`config.mk`:
```
export PLATFORM = sky130hd
export DESIGN_NAME = srd_top
export DESIGN_NICKNAME = d
export VERILOG_FILES = /design/src/hdl/srd_pkg.sv /design/src/hdl/srd_ack_gate.sv /design/src/hdl/srd_top.sv
export VERILOG_INCLUDE_DIRS = /design/src /design/src/hdl
export SDC_FILE = /design/constraint.sdc
export NUM_CORES = 1
export LEC_CHECK = 0
export CAP_MARGIN = 0
export CORE_ASPECT_RATIO = 0.5
export CORE_MARGIN = 2
export CORE_UTILIZATION = 65
export CTS_BUF_LIST = sky130_fd_sc_hd__clkbuf_8
export DETAILED_ROUTE_END_ITERATION = 8
export DONT_BUFFER_PORTS = 1
export PLACE_DENSITY_LB_ADDON = 0.1
export SLEW_MARGIN = 20
export SYNTH_ARGS = -nofsm -noshare
export SYNTH_HDL_FRONTEND = slang
export SYNTH_SLANG_ARGS = --single-unit
```
`constraint.sdc`:
```
create_clock -name clock_i -period 8.2 [get_ports clock_i]
set_input_delay 1.64 -clock clock_i [delete_from_list [all_inputs] [get_ports clock_i]]
set_output_delay 1.64 -clock clock_i [all_outputs]
set_load 0.005 [all_outputs]
```
`src/hdl/srd_cfg.svh`:
```
// constants for the safety release, acknowledge and off-delay block
`ifndef SRD_CFG_SVH
`define SRD_CFG_SVH
// ---------------------------------------------------------------
// register offsets (byte addresses)
// ---------------------------------------------------------------
`define SRD_OFS_CTRL    8'h00
`define SRD_OFS_FIX     8'h04
`define SRD_OFS_ADJ0    8'h08
`define SRD_OFS_STATUS  8'h18
`define SRD_OFS_FIXREM  8'h1c
`define SRD_OFS_ADJREM  8'h20
// ---------------------------------------------------------------
// control fields and reset values
// ---------------------------------------------------------------
`define SRD_CTRL_RUN    0
`define SRD_CTRL_RSTL   1
`define SRD_CTRL_RSRL   2
`define SRD_CTRL_RSTN   4
`define SRD_CTRL_RSRN   8
`define SRD_NACT_RST    3'h7
`define SRD_DLY_RST     16'h0000
// ---------------------------------------------------------------
// timing
// ---------------------------------------------------------------
`define SRD_CLK_HZ      40000000
`define SRD_LOGIC_US    1000
`define SRD_STEP_MS     10
`define SRD_BLINK_MS    500
`define SRD_ACK_SHORT_MS 100
`define SRD_ACK_LONG_MS 350
`define SRD_ACK_MAX_MS  30000
`define SRD_FIX_MAX     30000
`define SRD_ADJ_MAX     60000
`endif

```
`src/hdl/srd_pkg.sv`:
```
// types shared by the safety release block
package srd_pkg;
    typedef enum logic [1:0] {
        SRD_HOLD = 2'b00,
        SRD_RUN  = 2'b01,
        SRD_OFF  = 2'b10
    } srd_dly_state_t;
endpackage

```
`src/hdl/srd_ack_gate.sv`:
```
// manual acknowledge gate, used for both reset and restart
`timescale 1ns/10ps
`include "srd_cfg.svh"
module srd_ack_gate #(
    parameter int unsigned NREL = 7
) (
    input  wire logic            clk_i,
    input  wire logic            rst_n_i,
    input  wire logic            tick_i,
    input  wire logic            run_i,
    input  wire logic            blink_i,
    input  wire logic            long_i,
    input  wire logic [2:0]      nact_i,
    input  wire logic [NREL-1:0] rel_in_i,
    input  wire logic            ack_i,
    output logic                 cond_o,
    output logic                 req_o,
    output logic                 rel_o
);
    initial if (NREL < 1 || NREL > 7) $error("srd_ack_gate: NREL out of range");

    logic [NREL-1:0] act_mask;
    logic            cond_now;
    logic [14:0]     wid_q;
    logic            ack_q;
    logic            ack_ok;
    logic [14:0]     wid_min;
    logic            rel_q;

    // inactive inputs count as high in the AND
    always_comb
    begin
        for (int i = 0; i < NREL; i++)
            act_mask[i] = (i < int'(nact_i));
        cond_now = &(rel_in_i | ~act_mask);
    end

    // width check done on the falling edge of the acknowledge
    assign wid_min = long_i ? 15'(`SRD_ACK_LONG_MS) : 15'(`SRD_ACK_SHORT_MS);
    assign ack_ok  = ack_q && !ack_i && wid_q >= wid_min
                     && wid_q <= 15'(`SRD_ACK_MAX_MS);

    // pulse width in logic cycles, saturating one past the limit
    always_ff @(posedge clk_i or negedge rst_n_i)
    begin
        if (!rst_n_i)
        begin
            wid_q <= 15'h0000;
            ack_q <= 1'b0;
        end
        else if (!run_i)
        begin
            wid_q <= 15'h0000;
            ack_q <= 1'b0;
        end
        else if (tick_i)
        begin
            ack_q <= ack_i;
            if (!ack_i)
                wid_q <= 15'h0000;
            else if (wid_q <= 15'(`SRD_ACK_MAX_MS))
                wid_q <= wid_q + 15'h0001;
        end
    end

    // release: set only by a valid pulse, dropped by any active input low
    always_ff @(posedge clk_i or negedge rst_n_i)
    begin
        if (!rst_n_i)
            rel_q <= 1'b0;
        else if (!run_i)
            rel_q <= 1'b0;
        else if (tick_i)
        begin
            if (!cond_now)
                rel_q <= 1'b0;
            else if (ack_ok)
                rel_q <= 1'b1;
        end
    end

    // indicator outputs follow the same logic cycle
    always_ff @(posedge clk_i or negedge rst_n_i)
    begin
        if (!rst_n_i)
        begin
            cond_o <= 1'b0;
            req_o  <= 1'b0;
        end
        else if (tick_i)
        begin
            cond_o <= cond_now && run_i;
            req_o  <= cond_now && run_i && !rel_q && !ack_ok && blink_i;
        end
    end

    assign rel_o = rel_q;
endmodule

```
`src/hdl/srd_top.sv`:
```
// safety release top: two acknowledge gates and two off-delay timers
`timescale 1ns/10ps
`include "srd_cfg.svh"
module srd_top #(
    parameter int unsigned NREL       = 7,
    parameter int unsigned CYC_PER_MS = `SRD_CLK_HZ / 1000000 * `SRD_LOGIC_US
) (
    input  wire logic            clock_i,
    input  wire logic            reset_n_i,
    input  wire logic [7:0]      addr_i,
    input  wire logic [31:0]     wdata_i,
    input  wire logic            wr_i,
    input  wire logic            rd_i,
    output logic      [31:0]     rdata_o,
    input  wire logic [NREL-1:0] rst_rel_in_i,
    input  wire logic            rst_ack_i,
    output logic                 rst_cond_o,
    output logic                 rst_req_o,
    output logic                 rst_rel_o,
    input  wire logic [NREL-1:0] rsr_rel_in_i,
    input  wire logic            rsr_ack_i,
    output logic                 rsr_cond_o,
    output logic                 rsr_req_o,
    output logic                 rsr_rel_o,
    input  wire logic            fix_in_i,
    output logic                 fix_rel_o,
    output logic      [23:0]     fix_remain_o,
    input  wire logic            adj_ctl_i,
    input  wire logic [3:0]      adj_sel_i,
    output logic                 adj_rel_o,
    output logic                 adj_tchg_o,
    output logic      [23:0]     adj_remain_o
);
    initial if (CYC_PER_MS < 1 || CYC_PER_MS > 65535) $error("srd_top: CYC_PER_MS range");

    // ---------------------------------------------------------------
    // reset release
    // ---------------------------------------------------------------
    logic [1:0] rsync_q;
    logic       rst_n;

    // async assert, two-flop release so all flops leave reset together
    always_ff @(posedge clock_i or negedge reset_n_i)
    begin
        if (!reset_n_i)
            rsync_q <= 2'b00;
        else
            rsync_q <= {rsync_q[0], 1'b1};
    end

    assign rst_n = rsync_q[1];

    // ---------------------------------------------------------------
    // registers
    // ---------------------------------------------------------------
    logic        run_q;
    logic        rst_long_q;
    logic        rsr_long_q;
    logic [2:0]  rst_nact_q;
    logic [2:0]  rsr_nact_q;
    logic [14:0] fix_dly_q;
    logic [15:0] adj_dly_q [4];
    logic [31:0] rd_d;

    // software writes; delays in 10 ms steps, out-of-range values clamp
    always_ff @(posedge clock_i or negedge rst_n)
    begin
        if (!rst_n)
        begin
            run_q      <= 1'b0;
            rst_long_q <= 1'b0;
            rsr_long_q <= 1'b0;
            rst_nact_q <= `SRD_NACT_RST;
            rsr_nact_q <= `SRD_NACT_RST;
            fix_dly_q  <= 15'h0000;
            for (int i = 0; i < 4; i++)
                adj_dly_q[i] <= `SRD_DLY_RST;
        end
        else if (wr_i)
        begin
            if (addr_i == `SRD_OFS_CTRL)
            begin
                run_q      <= wdata_i[`SRD_CTRL_RUN];
                rst_long_q <= wdata_i[`SRD_CTRL_RSTL];
                rsr_long_q <= wdata_i[`SRD_CTRL_RSRL];
                rst_nact_q <= wdata_i[`SRD_CTRL_RSTN +: 3];
                rsr_nact_q <= wdata_i[`SRD_CTRL_RSRN +: 3];
            end
            else if (addr_i == `SRD_OFS_FIX)
                fix_dly_q <= (wdata_i > 32'(`SRD_FIX_MAX)) ?
                             15'(`SRD_FIX_MAX) : wdata_i[14:0];
            else if (addr_i >= `SRD_OFS_ADJ0 && addr_i < `SRD_OFS_STATUS
                     && addr_i[1:0] == 2'b00)
                adj_dly_q[addr_i[3:2] - 2'h2] <= (wdata_i > 32'(`SRD_ADJ_MAX)) ?
                             16'(`SRD_ADJ_MAX) : wdata_i[15:0];
        end
    end

    // read decode; unmapped addresses read zero
    always_comb
    begin
        rd_d = 32'h0000_0000;
        if (addr_i == `SRD_OFS_CTRL)
        begin
            rd_d[`SRD_CTRL_RUN]       = run_q;
            rd_d[`SRD_CTRL_RSTL]      = rst_long_q;
            rd_d[`SRD_CTRL_RSRL]      = rsr_long_q;
            rd_d[`SRD_CTRL_RSTN +: 3] = rst_nact_q;
            rd_d[`SRD_CTRL_RSRN +: 3] = rsr_nact_q;
        end
        else if (addr_i == `SRD_OFS_FIX)
            rd_d[14:0] = fix_dly_q;
        else if (addr_i >= `SRD_OFS_ADJ0 && addr_i < `SRD_OFS_STATUS
                 && addr_i[1:0] == 2'b00)
            rd_d[15:0] = adj_dly_q[addr_i[3:2] - 2'h2];
        else if (addr_i == `SRD_OFS_STATUS)
            rd_d[8:0] = {adj_tchg_o, adj_rel_o, fix_rel_o, rsr_rel_o,
                         rsr_req_o, rsr_cond_o, rst_rel_o, rst_req_o, rst_cond_o};
        else if (addr_i == `SRD_OFS_FIXREM)
            rd_d[23:0] = fix_remain_o;
        else if (addr_i == `SRD_OFS_ADJREM)
            rd_d[23:0] = adj_remain_o;
    end

    // read data stands one cycle after the strobe only
    always_ff @(posedge clock_i or negedge rst_n)
    begin
        if (!rst_n)
            rdata_o <= 32'h0000_0000;
        else if (rd_i)
            rdata_o <= rd_d;
        else
            rdata_o <= 32'h0000_0000;
    end

    // ---------------------------------------------------------------
    // logic cycle tick and 1 Hz blink
    // ---------------------------------------------------------------
    logic [15:0] div_q;
    logic        tick;
    logic [9:0]  blink_cnt_q;
    logic        blink_q;

    // one enable pulse per millisecond logic cycle
    always_ff @(posedge clock_i or negedge rst_n)
    begin
        if (!rst_n)
            div_q <= 16'h0000;
        else if (div_q == 16'(CYC_PER_MS - 1))
            div_q <= 16'h0000;
        else
            div_q <= div_q + 16'h0001;
    end

    assign tick = (div_q == 16'(CYC_PER_MS - 1));

    // toggles every 500 logic cycles, giving a 1 Hz square wave
    always_ff @(posedge clock_i or negedge rst_n)
    begin
        if (!rst_n)
        begin
            blink_cnt_q <= 10'h000;
            blink_q     <= 1'b0;
        end
        else if (tick)
        begin
            if (blink_cnt_q == 10'(`SRD_BLINK_MS - 1))
            begin
                blink_cnt_q <= 10'h000;
                blink_q     <= !blink_q;
            end
            else
                blink_cnt_q <= blink_cnt_q + 10'h001;
        end
    end

    // ---------------------------------------------------------------
    // acknowledge gates
    // ---------------------------------------------------------------
    srd_ack_gate #(.NREL(NREL)) u_reset (
        .clk_i    (clock_i),
        .rst_n_i  (rst_n),
        .tick_i   (tick),
        .run_i    (run_q),
        .blink_i  (blink_q),
        .long_i   (rst_long_q),
        .nact_i   (rst_nact_q),
        .rel_in_i (rst_rel_in_i),
        .ack_i    (rst_ack_i),
        .cond_o   (rst_cond_o),
        .req_o    (rst_req_o),
        .rel_o    (rst_rel_o)
    );

    // restart gate is the same logic with its own pins and setting
    srd_ack_gate #(.NREL(NREL)) u_restart (
        .clk_i    (clock_i),
        .rst_n_i  (rst_n),
        .tick_i   (tick),
        .run_i    (run_q),
        .blink_i  (blink_q),
        .long_i   (rsr_long_q),
        .nact_i   (rsr_nact_q),
        .rel_in_i (rsr_rel_in_i),
        .ack_i    (rsr_ack_i),
        .cond_o   (rsr_cond_o),
        .req_o    (rsr_req_o),
        .rel_o    (rsr_rel_o)
    );

    // ---------------------------------------------------------------
    // fixed off-delay
    // ---------------------------------------------------------------
    srd_pkg::srd_dly_state_t fix_st_q;
    logic                    fix_prev_q;
    logic [23:0]             fix_load;

    // 10 ms steps always exceed one 1 ms logic cycle
    assign fix_load = 24'(fix_dly_q) * 24'(`SRD_STEP_MS);

    always_ff @(posedge clock_i or negedge rst_n)
    begin
        if (!rst_n)
        begin
            fix_st_q     <= srd_pkg::SRD_OFF;
            fix_prev_q   <= 1'b0;
            fix_rel_o    <= 1'b0;
            fix_remain_o <= 24'h000000;
        end
        else if (!run_q)
        begin
            fix_st_q     <= srd_pkg::SRD_OFF;
            fix_prev_q   <= 1'b0;
            fix_rel_o    <= 1'b0;
            fix_remain_o <= 24'h000000;
        end
        else if (tick)
        begin
            fix_prev_q <= fix_in_i;
            case (fix_st_q)
                srd_pkg::SRD_HOLD,
                srd_pkg::SRD_OFF:
                begin
                    if (fix_in_i)
                    begin
                        fix_st_q     <= srd_pkg::SRD_HOLD;
                        fix_rel_o    <= 1'b1;
                        fix_remain_o <= 24'h000000;
                    end
                    else if (fix_prev_q && fix_load != 24'h000000)
                    begin
                        fix_st_q     <= srd_pkg::SRD_RUN;
                        fix_remain_o <= fix_load;
                    end
                    else
                    begin
                        fix_st_q  <= srd_pkg::SRD_OFF;
                        fix_rel_o <= 1'b0;
                    end
                end
                srd_pkg::SRD_RUN:
                begin
                    if (fix_in_i)
                    begin
                        fix_st_q     <= srd_pkg::SRD_HOLD;
                        fix_remain_o <= 24'h000000;
                    end
                    else if (fix_remain_o == 24'h000001)
                    begin
                        fix_st_q     <= srd_pkg::SRD_OFF;
                        fix_rel_o    <= 1'b0;
                        fix_remain_o <= 24'h000000;
                    end
                    else
                        fix_remain_o <= fix_remain_o - 24'h000001;
                end
                default:
                    fix_st_q <= srd_pkg::SRD_OFF;
            endcase
        end
    end

    // ---------------------------------------------------------------
    // adjustable off-delay
    // ---------------------------------------------------------------
    srd_pkg::srd_dly_state_t adj_st_q;
    logic                    adj_prev_q;
    logic [3:0]              adj_lat_q;
    logic [17:0]             adj_sum;
    logic [23:0]             adj_load;

    // total of the selected delays, capped at 600 s
    always_comb
    begin
        adj_sum = 18'h00000;
        for (int i = 0; i < 4; i++)
            if (adj_sel_i[i])
                adj_sum = adj_sum + 18'(adj_dly_q[i]);
        if (adj_sum > 18'(`SRD_ADJ_MAX))
            adj_sum = 18'(`SRD_ADJ_MAX);
        adj_load = 24'(adj_sum) * 24'(`SRD_STEP_MS);
    end

    // prev starts low, so a low control in the first run cycle never loads
    always_ff @(posedge clock_i or negedge rst_n)
    begin
        if (!rst_n)
        begin
            adj_st_q     <= srd_pkg::SRD_OFF;
            adj_prev_q   <= 1'b0;
            adj_lat_q    <= 4'h0;
            adj_rel_o    <= 1'b0;
            adj_remain_o <= 24'h000000;
        end
        else if (!run_q)
        begin
            adj_st_q     <= srd_pkg::SRD_OFF;
            adj_prev_q   <= 1'b0;
            adj_rel_o    <= 1'b0;
            adj_remain_o <= 24'h000000;
        end
        else if (tick)
        begin
            adj_prev_q <= adj_ctl_i;
            case (adj_st_q)
                srd_pkg::SRD_HOLD,
                srd_pkg::SRD_OFF:
                begin
                    if (adj_ctl_i)
                    begin
                        adj_st_q     <= srd_pkg::SRD_HOLD;
                        adj_rel_o    <= 1'b1;
                        adj_remain_o <= 24'h000000;
                    end
                    else if (adj_prev_q)
                    begin
                        adj_lat_q <= adj_sel_i;
                        if (adj_load != 24'h000000)
                        begin
                            adj_st_q     <= srd_pkg::SRD_RUN;
                            adj_remain_o <= adj_load;
                        end
                        else
                        begin
                            adj_st_q  <= srd_pkg::SRD_OFF;
                            adj_rel_o <= 1'b0;
                        end
                    end
                    else
                    begin
                        adj_st_q  <= srd_pkg::SRD_OFF;
                        adj_rel_o <= 1'b0;
                    end
                end
                srd_pkg::SRD_RUN:
                begin
                    if (adj_ctl_i)
                    begin
                        adj_st_q     <= srd_pkg::SRD_HOLD;
                        adj_remain_o <= 24'h000000;
                    end
                    else if (adj_remain_o == 24'h000001)
                    begin
                        adj_st_q     <= srd_pkg::SRD_OFF;
                        adj_rel_o    <= 1'b0;
                        adj_remain_o <= 24'h000000;
                    end
                    else
                        adj_remain_o <= adj_remain_o - 24'h000001;
                end
                default:
                    adj_st_q <= srd_pkg::SRD_OFF;
            endcase
        end
    end

    // time change: select moved while running, held until control high
    always_ff @(posedge clock_i or negedge rst_n)
    begin
        if (!rst_n)
            adj_tchg_o <= 1'b0;
        else if (!run_q)
            adj_tchg_o <= 1'b0;
        else if (tick)
        begin
            if (adj_st_q == srd_pkg::SRD_RUN && !adj_ctl_i
                && adj_sel_i != adj_lat_q)
                adj_tchg_o <= 1'b1;
            else if (adj_ctl_i)
                adj_tchg_o <= 1'b0;
        end
    end
endmodule

```
==> impl_metrics.json <==
{
  "status": "finished with violations",
  "violations": "negative setup slack",
  "critical_path_required_ns": 8.67,
  "core-area_um2": 27800,
  "drc": 0,
  "grt_max_degree": 131,
  "critPathMaxFanout": 40,
  "synth_compound_area_share_pct": 24.1,
  "dr.pass1.iters": 7,
  "synth_fa_ha_area_share_pct": 8.80,
  "max_slew_margin_pct": 23.3,
  "syn_area_um2": 18400,
  "cts_tree": "done",
  "synth_cell_types": 107,
  "crit_family": "compound AO/OA/AOI/OAI gates",
  "rsz0062_at_grt": "true",
  "hold_violations": 0,
  "nNetsFinal": 2621,
  "die_w_um": 242,
  "hpwlAfterDp_um": 45100,
  "crit_arrival_ns": 10.77,
  "ant_nets": 0,
  "drv_cap": 0,
  "clk_pin_slew_ns": 0.07,
  "gr-total-overflow": 0,
  "min_path_type": "reg2async",
  "via_per_inst": 6.65,
  "synthSimpleGateAreaFrac_pct": 21.3,
  "post-route-min-period_ns": 10.30,
  "worst_clock_skew_ns": 0.0493,
  "route.vias.total": 18886,
  "max_freq_ghz": 0.0971,
  "setup_tns_ns": -54.29,
  "start_util_pct": 66.3,
  "syn_avg_cell_area_um2": 8.55,
  "peakVddDrop_mv": 0.114,
  "synth_enable_flop_cells": 0,
  "cts_max_path_buffers": 3,
  "antenna_found_initial": 0,
  "async_reset_ff_share_pct": 100,
  "io_buffers": 0,
  "clk_latency_ns": 0.60,
  "muxShareOfSynthArea_pct": 3.86,
  "layout_setup_ws_ns": -2.10,
  "synth_cells": 2157,
  "p_per_area_nw_per_um2": 136,
  "numCtsBuffers": 37,
  "wire_per_inst_um": 21.9,
  "die_y_um": 123,
  "pin_count": 155,
  "cpPeakStageDelay_ns": 0.42,
  "crit_path_frequent_cell": "ha_4",
  "yosysWarnings": 0,
  "final_common_cell": "buf_4",
  "drt_iter0_markers": 2426,
  "antenna_cells": 0,
  "critPathSlowestCell": "fa_2",
  "wl_um": 62300,
  "start_kind": "input port",
  "crit_buf_inv": 2,
  "dieArea_um2": 29800,
  "ys_seq_area_share_pct": 32.6,
  "grt_first_pass_wirelength_um": 96300,
  "most-common-layout-cells": "buf_4, nand2_1, dfrtp_1, nor2_1, o21ai_0",
  "htree_num_levels": 2,
  "ys_ff_latch": 240,
  "crit_type": "in2reg",
  "drive_above_1_share_pct": 22.9,
  "grt_pass1_vias": 17709,
  "synth_top_family_by_area": "compound AO/OA/AOI/OAI gates",
  "slew_viol_final": 0,
  "rows": 43,
  "synthXorXnorAreaFrac_pct": 5.18,
  "end_kind": "register",
  "leakage_uw": 0.0103,
  "period_share_pct": 126,
  "power_uw": 3020,
  "worst_slew_pin_slew_ns": 1.14,
  "cts.sinks": 240,
  "synth_ff_type": "dfrtp_1",
  "gp_congestion": 0.982,
  "syn2layout_area_growth_pct": 20.6,
  "grt_usage_pct": 41.0,
  "cts_root_buf": "clkbuf_8",
  "setup-violations-final": 27
}
-- stage by stage --
step | setup WS [ns] | util [%] | instance area [um2] | hold WS, ns | std cells
finish | -2.10 | 79.9 | 22200 | 0.278 | 2841
global route | -2.45 | 79.9 | 22200 | 0.336 | 2841
CTS | -1.95 | 78.8 | 21900 | 0.300 | 2827
detailed placement | -3.03 | 75.1 | 20900 | 0.298 | 2749
global placement | -2.87 | 75.1 | 20900 | 0.295 | 2749
floorplan | -3.21 | - | 18600 | 0.331 | 2167
-- state kept, by name, summed over array words and instances, names as in the netlist, 2 cells and up --
| signal | count |
|---|---|
| adj_st_q | 2 |
| fix_st_q | 2 |
| u_reset.wid_q | 15 |
| u_restart.wid_q | 15 |
| blink_cnt_q | 10 |
| rdata_o | 24 |
| fix_remain_o | 24 |
| rsync_q | 2 |
| adj_dly_q | 64 |
| fix_dly_q | 15 |
| rsr_nact_q | 3 |
| rst_nact_q | 3 |
| adj_lat_q | 4 |
| adj_remain_o | 24 |
| div_q | 16 |
-- per-layer routing --
metal	global-route usage [%]	vias to the layer above	part of all wire, %
li1	-	8509	-
met2	66.0	1169	44
met5	0	-	0
met3	9.72	268	11
met1	53.8	8940	39
met4	17.5	0	4.9
-- synth_stat cells (11+ instances only) --
| cell | n | area, um2 |
|---|---|---|
| a211oi_1 | 20 | 150 |
| a21o_1 | 21 | 158 |
| a21oi_1 | 129 | 646 |
| a221oi_1 | 11 | 96.3 |
| a22o_1 | 13 | 114 |
| a31oi_1 | 17 | 106 |
| and2_1 | 21 | 131 |
| and3_1 | 27 | 169 |
| buf_2 | 11 | 55.1 |
| clkbuf_1 | 74 | 278 |
| dfrtp_1 | 232 | 5810 |
| ha_1 | 120 | 1500 |
| inv_1 | 69 | 259 |
| mux2_2 | 16 | 180 |
| mux4_2 | 16 | 360 |
| nand2_1 | 272 | 1020 |
| nand2b_1 | 28 | 175 |
| nand3_1 | 49 | 245 |
| nand4_1 | 34 | 213 |
| nor2_1 | 191 | 717 |
| nor2b_1 | 22 | 138 |
| nor3_1 | 62 | 310 |
| nor4_1 | 27 | 169 |
| o211ai_1 | 31 | 233 |
| o21a_1 | 13 | 97.6 |
| o21ai_0 | 167 | 836 |
| o21bai_1 | 12 | 90.1 |
| o22ai_1 | 13 | 81.3 |
| or2_2 | 14 | 87.6 |
| or3_1 | 28 | 175 |
| xnor2_1 | 55 | 482 |
| xor2_1 | 54 | 473 |
-- path summary, 6_finish.rpt --
check | start | end | slack [ns] | cells after the start
hold reg to reg | rsync_q[1] | adj_dly_q[30] | 0.28 | 0
min in group clock_i | rsync_q[0] | rsync_q[1] | 0.36 | 0
max in group asynchronous | rsync_q[1] | run_q | 5.95 | 2
setup / recovery | adj_sel_i[0] | adj_remain_o[0] | -2.10 | 42
hold / removal | rsync_q[1] | adj_dly_q[30] | 0.28 | 0
setup reg to reg | adj_dly_q[48] | adj_remain_o[0] | -1.49 | 42
-- repair_timing --
item / CTS / global route
setup endpoints to repair: 27 / 27
resized for setup: 31 / 43
hold buffers: 0 / 0
buffers inserted: 10 / 14
pin swaps: 42 / 34
-- layout make-up --
type | instances | area (um2)
clock buffers | 46 | 633
clock inverters | 22 | 149
fillers | 1981 | 5590
inverters | 70 | 263
multi-input cells | 1749 | 12200
flip-flops and latches | 240 | 6020
well taps | 382 | 478
repair buffers | 332 | 2530
-- report_power, final --
| part | total [uW] | switching [uW] | internal [uW] |
|---|---|---|---|
| combinational | 680 | 354 | 326 |
| clock | 1100 | 554 | 548 |
| sequential | 1240 | 34.2 | 1210 |
-- cell families after synthesis --
kind of cell	count (synthesis)
AOI/OAI and AO/OA	637
xor gates and xnor gates	109
adders and majority gates	127
buffers and inverters	178
DFF	240
muxes	46
other	2
and+or+nand+nor	818
Note: power is estimated with default switching activity, not from simulation.
